<file path="src/shs_defines.svh">
// constants for the standby halt/stop controller
`ifndef SHS_DEFINES_SVH
`define SHS_DEFINES_SVH

`define SHS_ADDR_SETTLE 8'h00
`define SHS_ADDR_CFG 8'h01
`define SHS_ADDR_STATUS 8'h02

`define SHS_SETTLE_RST 3'h4
`define SHS_SETTLE_C12 3'h0
`define SHS_SETTLE_C15 3'h2
`define SHS_SETTLE_C17 3'h4

`define SHS_EXP_C12 12
`define SHS_EXP_C15 15
`define SHS_EXP_C17 17
`define SHS_EXP_RESET 15

`define SHS_CFG_RST 6'h00
`define SHS_CFG_SUB_RUN 0
`define SHS_CFG_ON_SUB 1
`define SHS_CFG_MAIN_RUN 2
`define SHS_CFG_WT_SUB 3
`define SHS_CFG_LCD_SUB 4
`define SHS_CFG_SIO_EXT 5

`define SHS_EXP_W 5
`define SHS_CNT_W 18

`endif

</file>
<file path="src/shs_pkg.sv">
// types for the standby halt/stop controller
`default_nettype none
`include "shs_defines.svh"

package shs_pkg;

   typedef enum logic [2:0] {
      ST_RUN,
      ST_HALT,
      ST_WAKE,
      ST_STOP,
      ST_SETTLE
   } shs_state_t;

   typedef struct packed {
      shs_state_t state;
      logic vec;
      logic settle_rst;
      logic [2:0] rpin;
      logic rst_low;
      logic [2:0] sel;
      logic [5:0] cfg;
      logic [7:0] rdata;
      logic resume;
      logic vector;
   } shs_top_t;

   typedef struct packed {
      logic [2:0] sync;
      logic lvl;
      logic [`SHS_CNT_W-1:0] cnt;
      logic [`SHS_EXP_W-1:0] exp;
      logic busy;
      logic done;
   } shs_cnt_t;

endpackage

`default_nettype wire

</file>
<file path="src/shs_settle_cnt.sv">
// oscillation settle counter on clk counting synchronised rising oscillator edges
`default_nettype none
`include "shs_defines.svh"

module shs_settle_cnt (
   input wire logic clk,
   input wire logic rst_n,
   input wire logic start,
   input wire logic [`SHS_EXP_W-1:0] exp,
   input wire logic osc_pin,
   output logic busy,
   output logic done
);

   shs_pkg::shs_cnt_t s;
   shs_pkg::shs_cnt_t next_s;
   logic agree;
   logic rise;
   logic [`SHS_CNT_W-1:0] target;

   always_comb begin
      next_s = s;
      next_s.sync = {s.sync[1:0], osc_pin};
      next_s.done = 1'b0;
      agree = (s.sync[1] == s.sync[2]);
      rise = agree && s.sync[2] && !s.lvl;
      if (agree) begin
         next_s.lvl = s.sync[2];
      end
      target = `SHS_CNT_W'(1) << s.exp;
      if (start) begin
         next_s.busy = 1'b1;
         next_s.cnt = '0;
         next_s.exp = exp;
      end else if (s.busy && rise) begin
         // counts oscillator periods from oscillation start
         next_s.cnt = s.cnt + `SHS_CNT_W'(1);
         if (s.cnt + `SHS_CNT_W'(1) == target) begin
            next_s.busy = 1'b0;
            next_s.done = 1'b1;
         end
      end
   end

   always_ff @(posedge clk) begin
      if (!rst_n) begin
         s <= '0;
      end else begin
         s <= next_s;
      end
   end

   assign busy = s.busy;
   assign done = s.done;

endmodule

`default_nettype wire

</file>
<file path="src/shs_standby_ctrl.sv">
// standby controller: halt and stop entry, release and peripheral gating
//
// Decided for this implementation: strobed register access and the address map.
`default_nettype none
`include "shs_defines.svh"

////////////////////////////////////////////////////////////////////////////////
// Function
// halt request stops cpu clock, oscillator may run, ports hold
// in standby external wakes enabled only for unmasked sources
// halt on main clock, sub stopped: watch/lcd run only if main selected
// unmasked request ends halt; vectored if accept enabled else next address
// non-vectored halt release resumes within one to two clocks
// nmi ends halt and always gives vectored service
// reset during halt ends it like an ordinary reset
// stop request stops oscillator and cpu, ports hold
// pending unmasked request at standby entry leaves standby at once
// immediate stop exit waits in halt for settle time first
// in stop watch/lcd run only on running selected subsystem clock
// stop, or halt on sub with main stopped: serial only on external clock
// software should blank lcd and pick static drive before stop
// unmasked request ends stop; service after settle wait
// reset during stop runs reset sequence after settle time
// settle select resets to 04h; codes 000,010,100 only
// masked requests never release halt or stop
// settle wait counted on restarted oscillator up to power of two
module shs_standby_ctrl #(
   parameter int N_IRQ = 8,
   parameter int EXP_C12 = `SHS_EXP_C12,
   parameter int EXP_C15 = `SHS_EXP_C15,
   parameter int EXP_C17 = `SHS_EXP_C17,
   parameter int EXP_RESET = `SHS_EXP_RESET
) (
   input wire logic clk,
   input wire logic rst_n,
   input wire logic [7:0] reg_addr,
   input wire logic [7:0] reg_wdata,
   input wire logic reg_wr,
   input wire logic reg_rd,
   output logic [7:0] reg_rdata,
   input wire logic halt_req,
   input wire logic stop_req,
   input wire logic [N_IRQ-1:0] irq_request_flag,
   input wire logic [N_IRQ-1:0] irq_mask_flag,
   input wire logic irq_accept_enable,
   input wire logic nmi_req,
   input wire logic reset_pin_n,
   input wire logic main_osc_pin,
   output logic cpu_clk_en,
   output logic main_osc_en,
   output logic cpu_reset_n,
   output logic resume_next,
   output logic irq_vector_go,
   output logic port_hold,
   output logic timer_en,
   output logic wdt_en,
   output logic watch_timer_en,
   output logic lcd_en,
   output logic serial_en,
   output logic [N_IRQ-1:0] ext_wake_en
);

   shs_pkg::shs_top_t s;
   shs_pkg::shs_top_t next_s;
   logic pending;
   logic settle_start;
   logic [`SHS_EXP_W-1:0] settle_exp;
   logic settle_busy;
   logic settle_done;
   logic halt_like;
   logic standby;
   logic sub_run;
   logic on_sub;
   logic main_run;

   ////////////////////////////////////////////////////////////////////////////
   // wake sources

   // masked sources never count
   assign pending = |(irq_request_flag & ~irq_mask_flag);

   function automatic logic [`SHS_EXP_W-1:0] code_exp(input logic [2:0] code);
      logic [`SHS_EXP_W-1:0] e;
      e = `SHS_EXP_W'(EXP_C17);
      if (code == `SHS_SETTLE_C12) begin
         e = `SHS_EXP_W'(EXP_C12);
      end else if (code == `SHS_SETTLE_C15) begin
         e = `SHS_EXP_W'(EXP_C15);
      end
      return e;
   endfunction

   function automatic logic code_legal(input logic [2:0] code);
      return code == `SHS_SETTLE_C12 || code == `SHS_SETTLE_C15
         || code == `SHS_SETTLE_C17;
   endfunction

   ////////////////////////////////////////////////////////////////////////////
   // next state

   always_comb begin
      next_s = s;
      next_s.resume = 1'b0;
      next_s.vector = 1'b0;
      next_s.rdata = 8'h00;
      settle_start = 1'b0;
      next_s.rpin = {s.rpin[1:0], reset_pin_n};
      if (s.rpin[1] == s.rpin[2]) begin
         next_s.rst_low = !s.rpin[2];
      end
      unique case (s.state)
         shs_pkg::ST_RUN: begin
            if (s.rst_low) begin
               next_s.state = shs_pkg::ST_RUN;
            end else if (halt_req) begin
               if (nmi_req || pending) begin
                  next_s.state = shs_pkg::ST_WAKE;
                  next_s.vec = nmi_req || irq_accept_enable;
               end else begin
                  next_s.state = shs_pkg::ST_HALT;
               end
            end else if (stop_req) begin
               if (pending) begin
                  // oscillator keeps running, cpu waits as in halt
                  next_s.state = shs_pkg::ST_SETTLE;
                  next_s.settle_rst = 1'b0;
                  next_s.vec = irq_accept_enable;
                  settle_start = 1'b1;
               end else begin
                  next_s.state = shs_pkg::ST_STOP;
               end
            end
         end
         shs_pkg::ST_HALT: begin
            if (s.rst_low) begin
               next_s.state = shs_pkg::ST_RUN;
            end else if (nmi_req) begin
               next_s.state = shs_pkg::ST_WAKE;
               next_s.vec = 1'b1;
            end else if (pending) begin
               next_s.state = shs_pkg::ST_WAKE;
               next_s.vec = irq_accept_enable;
            end
         end
         shs_pkg::ST_WAKE: begin
            next_s.state = shs_pkg::ST_RUN;
            if (!s.rst_low) begin
               next_s.vector = s.vec;
               next_s.resume = !s.vec;
            end
         end
         shs_pkg::ST_STOP: begin
            if (s.rst_low) begin
               next_s.state = shs_pkg::ST_SETTLE;
               next_s.settle_rst = 1'b1;
               settle_start = 1'b1;
            end else if (pending) begin
               next_s.state = shs_pkg::ST_SETTLE;
               next_s.settle_rst = 1'b0;
               next_s.vec = irq_accept_enable;
               settle_start = 1'b1;
            end
         end
         shs_pkg::ST_SETTLE: begin
            if (s.rst_low) begin
               next_s.settle_rst = 1'b1;
            end
            if (settle_done) begin
               next_s.state = shs_pkg::ST_RUN;
               if (!s.settle_rst && !s.rst_low) begin
                  next_s.vector = s.vec;
                  next_s.resume = !s.vec;
               end
            end
         end
      endcase
      settle_exp = next_s.settle_rst ? `SHS_EXP_W'(EXP_RESET) : code_exp(s.sel);
      if (reg_wr && reg_addr == `SHS_ADDR_SETTLE && code_legal(reg_wdata[2:0])) begin
         next_s.sel = reg_wdata[2:0];
      end
      if (reg_wr && reg_addr == `SHS_ADDR_CFG) begin
         next_s.cfg = reg_wdata[5:0];
      end
      if (reg_rd) begin
         if (reg_addr == `SHS_ADDR_SETTLE) begin
            next_s.rdata = {5'h00, s.sel};
         end else if (reg_addr == `SHS_ADDR_CFG) begin
            next_s.rdata = {2'h0, s.cfg};
         end else if (reg_addr == `SHS_ADDR_STATUS) begin
            next_s.rdata = {3'h0, s.rst_low, settle_busy, 3'(s.state)};
         end
      end
   end

   always_ff @(posedge clk) begin
      if (!rst_n) begin
         s.state <= shs_pkg::ST_RUN;
         s.vec <= 1'b0;
         s.settle_rst <= 1'b0;
         s.rpin <= 3'h7;
         s.rst_low <= 1'b0;
         s.sel <= `SHS_SETTLE_RST;
         s.cfg <= `SHS_CFG_RST;
         s.rdata <= 8'h00;
         s.resume <= 1'b0;
         s.vector <= 1'b0;
      end else begin
         s <= next_s;
      end
   end

   shs_settle_cnt u_settle (
      .clk(clk),
      .rst_n(rst_n),
      .start(settle_start),
      .exp(settle_exp),
      .osc_pin(main_osc_pin),
      .busy(settle_busy),
      .done(settle_done)
   );

   ////////////////////////////////////////////////////////////////////////////
   // outputs and peripheral gating

   assign sub_run = s.cfg[`SHS_CFG_SUB_RUN];
   assign on_sub = s.cfg[`SHS_CFG_ON_SUB];
   assign main_run = s.cfg[`SHS_CFG_MAIN_RUN];
   assign halt_like = s.state == shs_pkg::ST_HALT || s.state == shs_pkg::ST_SETTLE
      || s.state == shs_pkg::ST_WAKE;
   assign standby = halt_like || s.state == shs_pkg::ST_STOP;

   assign reg_rdata = s.rdata;
   assign resume_next = s.resume;
   assign irq_vector_go = s.vector;
   assign cpu_clk_en = s.state == shs_pkg::ST_RUN;
   assign port_hold = standby;
   assign cpu_reset_n = !(s.rst_low || (s.state == shs_pkg::ST_SETTLE && s.settle_rst));
   assign main_osc_en = !(s.state == shs_pkg::ST_STOP
      || (s.state == shs_pkg::ST_HALT && on_sub && !main_run));
   assign ext_wake_en = standby ? ~irq_mask_flag : {N_IRQ{1'b1}};
   assign timer_en = !standby || (halt_like && !on_sub && sub_run);
   assign wdt_en = !standby || (halt_like && !on_sub);

   always_comb begin
      watch_timer_en = 1'b1;
      lcd_en = 1'b1;
      serial_en = 1'b1;
      if (s.state == shs_pkg::ST_STOP) begin
         watch_timer_en = sub_run && s.cfg[`SHS_CFG_WT_SUB];
         lcd_en = sub_run && s.cfg[`SHS_CFG_LCD_SUB];
         serial_en = s.cfg[`SHS_CFG_SIO_EXT];
      end else if (halt_like && !on_sub && !sub_run) begin
         watch_timer_en = !s.cfg[`SHS_CFG_WT_SUB];
         lcd_en = !s.cfg[`SHS_CFG_LCD_SUB];
      end else if (halt_like && on_sub && !main_run) begin
         watch_timer_en = s.cfg[`SHS_CFG_WT_SUB];
         lcd_en = s.cfg[`SHS_CFG_LCD_SUB];
         serial_en = s.cfg[`SHS_CFG_SIO_EXT];
      end
   end
endmodule

`default_nettype wire

</file>
<file path="config.mk">
export PLATFORM = sky130hd
export DESIGN_NAME = shs_standby_ctrl
export DESIGN_NICKNAME = d
export VERILOG_FILES = /design/src/shs_pkg.sv /design/src/shs_settle_cnt.sv /design/src/shs_standby_ctrl.sv
export VERILOG_INCLUDE_DIRS = /design/src /design/src/src
export SDC_FILE = /design/constraint.sdc
export NUM_CORES = 1
export LEC_CHECK = 0
export ABC_AREA = 1
export BUFFER_PORTS_ARGS = -buffer_cell sky130_fd_sc_hd__buf_2
export CORE_ASPECT_RATIO = 0.6
export CORE_MARGIN = 1
export CORE_UTILIZATION = 55
export DETAILED_ROUTE_END_ITERATION = 8
export GPL_TIMING_DRIVEN = 0
export PLACE_DENSITY = 0.79
export SETUP_SLACK_MARGIN = 0.02
export SYNTH_ARGS = -nofsm -noshare
export SYNTH_HDL_FRONTEND = slang
export SYNTH_SLANG_ARGS = --single-unit
</file>
<file path="constraint.sdc">
create_clock -name clk -period 2.35 [get_ports clk]
set_input_delay 0.235 -clock clk [delete_from_list [all_inputs] [get_ports clk]]
set_output_delay 0.235 -clock clk [all_outputs]
set_load 0.01 [all_outputs]
</file>
==> metrics.txt, run 1 <==
post-synthesis adder-cell area fraction=0.00773; multiplexer share of the synthesized area=0; synthesis warning total=0; sequential area share after synthesis=0.334; first-pass GRT wire length=about 13 mm; dpl cells=between 600 and 700; gr usage total=0.288; post-synthesis cell count=between 500 and 600; clock sink count=54; DRC marker count from the first detailed-route iteration=305; power per cell area=between 500 and 600 nW/um^2; DRC errors left=0; post-route setup TNS=0 ns; Avg Cell Area, Syn=between 6 and 7 um^2; Clk pin slew, worst setup/hold paths=~0.10 ns; CP endpoint kind=output pin; Vias=approximately 3600; worst-path maximum fanout=10; Seq pwr share=0.501; Clock Skews=just over 0.01 ns; asr flop ratio synth=0; Max-Slew Margin vs Limit=0.550; largest net degree at the start of global routing=16; initial antenna violation count=0; Final Util=0.667; top cells by area, synth=dfxtp_1 33%, nand2_1 15%, inv_1 9.5%, nor2_1 7.5%, nand3_1 6.3%; Clock Tree Buf Depth=2; Finished Layout Cells=around 670; core footprint=approximately 5600 um^2; Via density=5.30; GRT busiest layer=met1; Synth Register Bits=54; status=finished clean; layout cells sized above 1=0.184; FMAX=0.457 GHz; Cell variety after synth=36; largest family of logic cells by synthesized area=simple AND/OR/NAND/NOR gates; Synth Flop Type=dfxtp_1; hold_buf cts=0; xor and xnor area share after synthesis=0.00812; Gate power share=0.227; RSZ-0062 raised after global routing=false; DR WL/cell=roughly 13 um; met3 Use GR=0.0499; period utilisation layout=0.931; static leakage=~1.7 nW; min cycle time layout=2.19 ns; Max Cap Viol=0; Pins Over Slew Limit=0; Commonest cells post-synth=133 x nand2_1, 82 x inv_1, 65 x nor2_1; Post-DRT Antenna Nets=0; root buf cell=clkbuf_8; Port Buffers=64; switching part of the total=0.324; GRT overflow=0; Min-Delay Path Depth=3; Initial Utilization=0.576; H-tree depth=2; Peak VDD IR=roughly 310 uV; FILL cells=523; area fraction of the dominant cell type after synthesis=0.334; synthesis-to-layout area growth=15.8%; RePlAce Congestion=between 0.8 and 0.9; met2 usage=0.412; final net count=635; hpwl dp=between 6 and 7 mm; Hold WS=between 0.09 and 0.1 ns; Psw=between 600 and 700 uW; Die Y=between 60 and 70 um; Setup Viol. Count Final=0; vias in the first global route=about 2800; CTS tree=done; area of the mapped netlist=roughly 3200 um^2; dominant cell type by area after synthesis=dfxtp_1; internal power=roughly 1.3 mW; critical path required time=between 2 and 2.5 ns; full die area=6210 um^2; Die X=~100 um; Clk Latency, worst-skew pair=~0.32 ns; Top Ports=69; HP Class=in2reg; area occupied by multi-input gates=around 1800 um^2; met1 Usage GRT=0.437; total power=1.94 mW; Synth Area in Compound Gates=0.150; Worst-Margin Slew=roughly 0.67 ns; startpoint types=flop; Routed WL=roughly 8.6 mm; Setup CP Type=reg2out; WP data arrival=roughly 2 ns; Simple-Gate Fraction of Synth Area=0.371; Worst R2R Path Depth=12; most frequent cell after synthesis=nand2_1; FF+latch area=between 1000 and 1500 um^2; DR pass1 iterations=5; Hold Fails Final Rpt=0; # diodes=0; Cell Rows=21; CTS Buf Count=5; number of enable flip-flop cells after synthesis=0; Clock power frac=0.272
==> routing by layer <==
layer  routed length [um]  up-vias
met3                  739       10
li1                     -     1792
met5                    0        -
met2                 3410      153
met4                   95        0
met1                 4320     1599
==> cell type report <==
type                    instances  area share
plain buffers                  17      0.0264
clock inverters                 1     0.00200
repair buffers                 64      0.0854
clock buffers                   6      0.0194
flip-flops and latches         54       0.289
well taps                      80      0.0267
inverters                      84      0.0841
multi-input cells             365       0.467
==> cells in the final DEF, fill, tap and decap left out, drive strengths merged, types with 2 or more instances in the layout <==
cell type	n
dfxtp	54
xor2	2
buf	76
nand4	8
o21ai	27
a211oi	3
a221oi	2
nor2	72
a31oi	4
nand3	41
nand2	140
conb	2
a21oi	34
clkbuf	11
o2111ai	3
nor3	9
o22ai	5
or2	5
inv	83
ha	2
==> registers in the layout (all words and copies together), names as in the netlist, 2 cells and up <==
name and flops:
u_settle.s 24, next_s 2, u_settle.next_s 2, s 14, reg_rdata 6
==> logic make-up after synthesis <==
logic type	count (synthesis)
AO/OA/AOI/OAI	82
flip-flops	54
XOR/XNOR	3
other	1
adder cells (fa/ha/maj)	2
buffers and inverters	101
AND/OR/NAND/NOR	276
==> stage by stage <==
step / setup WS (ns) / cell area [um^2]
detailed placement: 0.407 / 3660
CTS: 0.0535 / 3740
global route: 0.0348 / 3750
floorplan: 0.703 / 3240
finish: 0.161 / 3750
global placement: 0.420 / 3660
==> critical path, cell delays in order (launching register included) <==
cell,delay (ns)
dfxtp_2,0.39
inv_1,0.08
nor2_1,0.08
inv_1,0.09
nor2_2,0.17
inv_1,0.10
nand3_1,0.16
nor2_2,0.09
inv_1,0.08
buf_2,0.19
nand2_1,0.07
buf_2,0.14
==> final timing paths <==
check	from	slack, ns	end
max	s[25]	0.16	ext_wake_en[5]
min	main_osc_pin	0.1	u_settle.next_s[27]
max reg2reg	u_settle.s[7]	0.35	u_settle.busy
min reg2reg	s[24]	0.42	resume_next
==> power by group through the flow <==
stage	sequential (mW)	clock [mW]	combinational, mW
2_1_floorplan	0.984	0	0.275
3_3_place_gp	0.988	0	0.422
3_5_place_dp	0.989	0	0.431
4_1_cts	0.968	0.528	0.433
5_1_grt	0.975	0.576	0.493
6_report	0.971	0.528	0.441
==> what timing repair did <==
item,4_1_cts,5_1_grt
hold endpoints to repair,0,0
setup buffers,0,0
resized for setup,0,4
setup endpoints to repair,0,11
(Power assumes the default switching activity.)
==> inputs of run 2 (changes only) <==
CORE_UTILIZATION = 50   (was 55)
MAX_ROUTING_LAYER = met4   (was unset)
PLACE_DENSITY = 0.76   (was 0.79)
clock period = 1.96 ns   (was 2.35 ns; I/O delays follow)
==> run 2 against run 1 <==
Compared with the run above:
- register-to-register slack got worse by 0.20 ns
- power is 33% higher
- sequential power grew 20%
- first-iteration DRC count fell by 1.6%
- critical path depth unchanged
- largest cell class unchanged
- global-route usage is 2.7 points lower
- non-clock buffer count is 5 higher
==> metrics.txt, run 2 (synthesis results as in run 1) <==
static leakage=1.76 nW (was 1.69 nW); Vias=3525 (was 3554); FILL cells=603 (was 523); Setup CP Type=reg2out (unchanged); min cycle time layout=1.86 ns; Clk Latency, worst-skew pair=0.31 ns (was 0.32 ns); DR pass1 iterations=6 (was 5); Die Y=64.3 um (was 61.4 um); core footprint=6170 um^2 (was 5620 um^2); hpwl dp=6.43 mm (was 6.60 mm); Max-Slew Margin vs Limit=0.574 (was 0.550); Peak VDD IR=399 uV (was 306 uV); final net count=640 (was 635); FF+latch area=1100 um^2 (was 1080 um^2); Top Ports=69 (unchanged); Critical R2R Launch=u_settle.s[8] (was u_settle.s[7]); Clk pin slew, worst setup/hold paths=0.11 ns (was 0.10 ns); full die area=6810 um^2 (was 6210 um^2); FMAX=roughly 0.54 GHz; critical path required time=1.76 ns (was 2.12 ns); first-pass GRT wire length=13.8 mm (was 13.4 mm); commonest non-fill, non-tap cell in the layout=nand2_1 (unchanged); Seq pwr share=0.452 (was 0.501); Clock power frac=0.311 (was 0.272); CTS Buf Count=5 (unchanged); CTS tree=done (unchanged); clock sink count=54 (unchanged); total power=2.58 mW (was 1.94 mW); RSZ-0062 raised after global routing=false (unchanged); DRC marker count from the first detailed-route iteration=300 (was 305); Gate power share=0.237 (was 0.227); Hold WS=0.0640 ns (was 0.0951 ns); worst-path maximum fanout=5 (was 10); Routed WL=8.50 mm (was 8.56 mm); layout cells sized above 1=0.233 (was 0.184); internal power=1.80 mW (was 1.31 mW); startpoint types=flop (unchanged); most frequent cells in the layout=132 x nand2_1, 78 x inv_1, 67 x buf_2 (was 133 x nand2_1, 82 x inv_1, 68 x buf_2); R2R Setup Slk=0.15 ns (was 0.35 ns); Hold EP=u_settle.next_s[27] (unchanged); CP endpoint kind=output pin (unchanged); max FFs per register=24 (unchanged); Hold Fails Final Rpt=0 (unchanged); gr usage total=0.261 (was 0.288); root buf cell=clkbuf_8 (unchanged); Worst R2R Path Depth=12 (unchanged); Max Cap Viol=0 (unchanged); Hold Crit Start=main_osc_pin (unchanged); RR Endpoint=u_settle.busy (unchanged); synthesis-to-layout area growth=21.4% (was 15.8%); Most flops, register=u_settle.s (unchanged); area occupied by multi-input gates=1800 um^2 (was 1750 um^2); Port Buffers=64 (unchanged); Cell Rows=22 (was 21); largest net degree at the start of global routing=18 (was 16); period utilisation layout=0.950; HP Class=in2reg (unchanged); initial antenna violation count=0 (unchanged); Via density=5.18 (was 5.30); final worst slack=0.0987 ns (was 0.161 ns); Clock Skews=0.0108 ns (was 0.0103 ns); Pins Over Slew Limit=0 (unchanged); Worst-Margin Slew=0.635 ns (was 0.669 ns); Initial Utilization=0.525 (was 0.576); Setup Viol. Count Final=0 (unchanged); H-tree depth=2 (unchanged); DRC errors left=0 (unchanged); GRT overflow=0 (unchanged); vias in the first global route=2950 (was 2844); RePlAce Congestion=0.886 (was 0.858); # diodes=0 (unchanged); Psw=783 uW (was 628 uW); Die X=106 um (was 101 um); Final Util=0.637 (was 0.667); status=finished clean (unchanged); Post-Place Worst Slack=-0.00496 ns (was 0.407 ns); power per cell area=658 nW/um^2 (was 517 nW/um^2); WP data arrival=1.67 ns (was 1.95 ns); switching part of the total=0.303 (was 0.324); DR WL/cell=12.5 um (was 12.8 um); Clock Tree Buf Depth=2 (unchanged); hold_buf cts=0 (unchanged); Post-DRT Antenna Nets=0 (unchanged); Min-Delay Path Depth=3 (unchanged)
run 2: cell types whose count changed in the layout (fill, tap and decap cells not counted), moves of 2 or more:
| cell | delta |
|---|---|
| buf_4 | +6 |
| clkbuf_1 | -3 |
| dfxtp_1 | -9 |
| dfxtp_2 | +7 |
| nor2_4 | +2 |
| inv_2 | +4 |
| dfxtp_4 | +2 |
| nor2_1 | -4 |
| inv_1 | -4 |
| nor2_2 | +2 |
run 2: worst max path at each step:
stage,start,to,slack [ns]
finish,s[25],ext_wake_en[5],0.1
global route,s[25],ext_wake_en[2],0.01
CTS,s[25],ext_wake_en[5],0.03
detailed placement,u_settle.s[7],u_settle.busy,-0.005
global placement,u_settle.s[7],u_settle.busy,0.03
floorplan,u_settle.s[7],u_settle.busy,0.31
run 2: cell type report:
type,instances,area share
inverters,84,0.0803
plain buffers,15,0.0248
clock buffers,6,0.0210
multi-input cells,365,0.459
clock inverters,2,0.00987
repair buffers,71,0.0981
flip-flops and latches,54,0.280
well taps,84,0.0268
run 2: worst max-delay path: stages, from the launching register on:
cell	delay [ns]
dfxtp_2	0.35
inv_2	0.07
nor2_2	0.04
inv_2	0.11
nor2_4	0.07
inv_2	0.09
nand3_4	0.09
nor2_2	0.16
inv_2	0.07
buf_6	0.13
nand2_1	0.06
buf_2	0.13
run 2: metal layers:
layer,wire length (um),GRT usage,up-vias
li1,-,-,1800
met1,4280,0.402,1560
met2,3450,0.359,161
met3,738,0.0418,4
met4,25,0.0365,0
met5,0,-,-
run 2: timing repair:
item	in CTS	in global routing
gates resized for setup	11	24
pin swaps	1	2
setup endpoints to repair	15	34
gates cloned	0	1
setup buffers	1	5
run 2: stage by stage:
| stage | cells | TNS [ns] | area (um^2) |
|---|---|---|---|
| 6_report | 681 | 0 | 3930 |
| 3_3_place_gp | 668 | 0 | 3670 |
| 5_1_grt | 681 | 0 | 3930 |
| 4_1_cts | 677 | 0 | 3820 |
| 2_1_floorplan | 520 | 0 | 3240 |
| 3_5_place_dp | 668 | -0.00496 | 3670 |
run 2: power groups by stage:
stage / clock [mW] / sequential (mW) / combinational, mW
2_1_floorplan: 0 / 1.18 / 0.329
3_3_place_gp: 0 / 1.19 / 0.508
3_5_place_dp: 0 / 1.19 / 0.515
4_1_cts: 0.817 / 1.17 / 0.543
5_1_grt: 0.861 / 1.17 / 0.676
6_report: 0.803 / 1.17 / 0.612
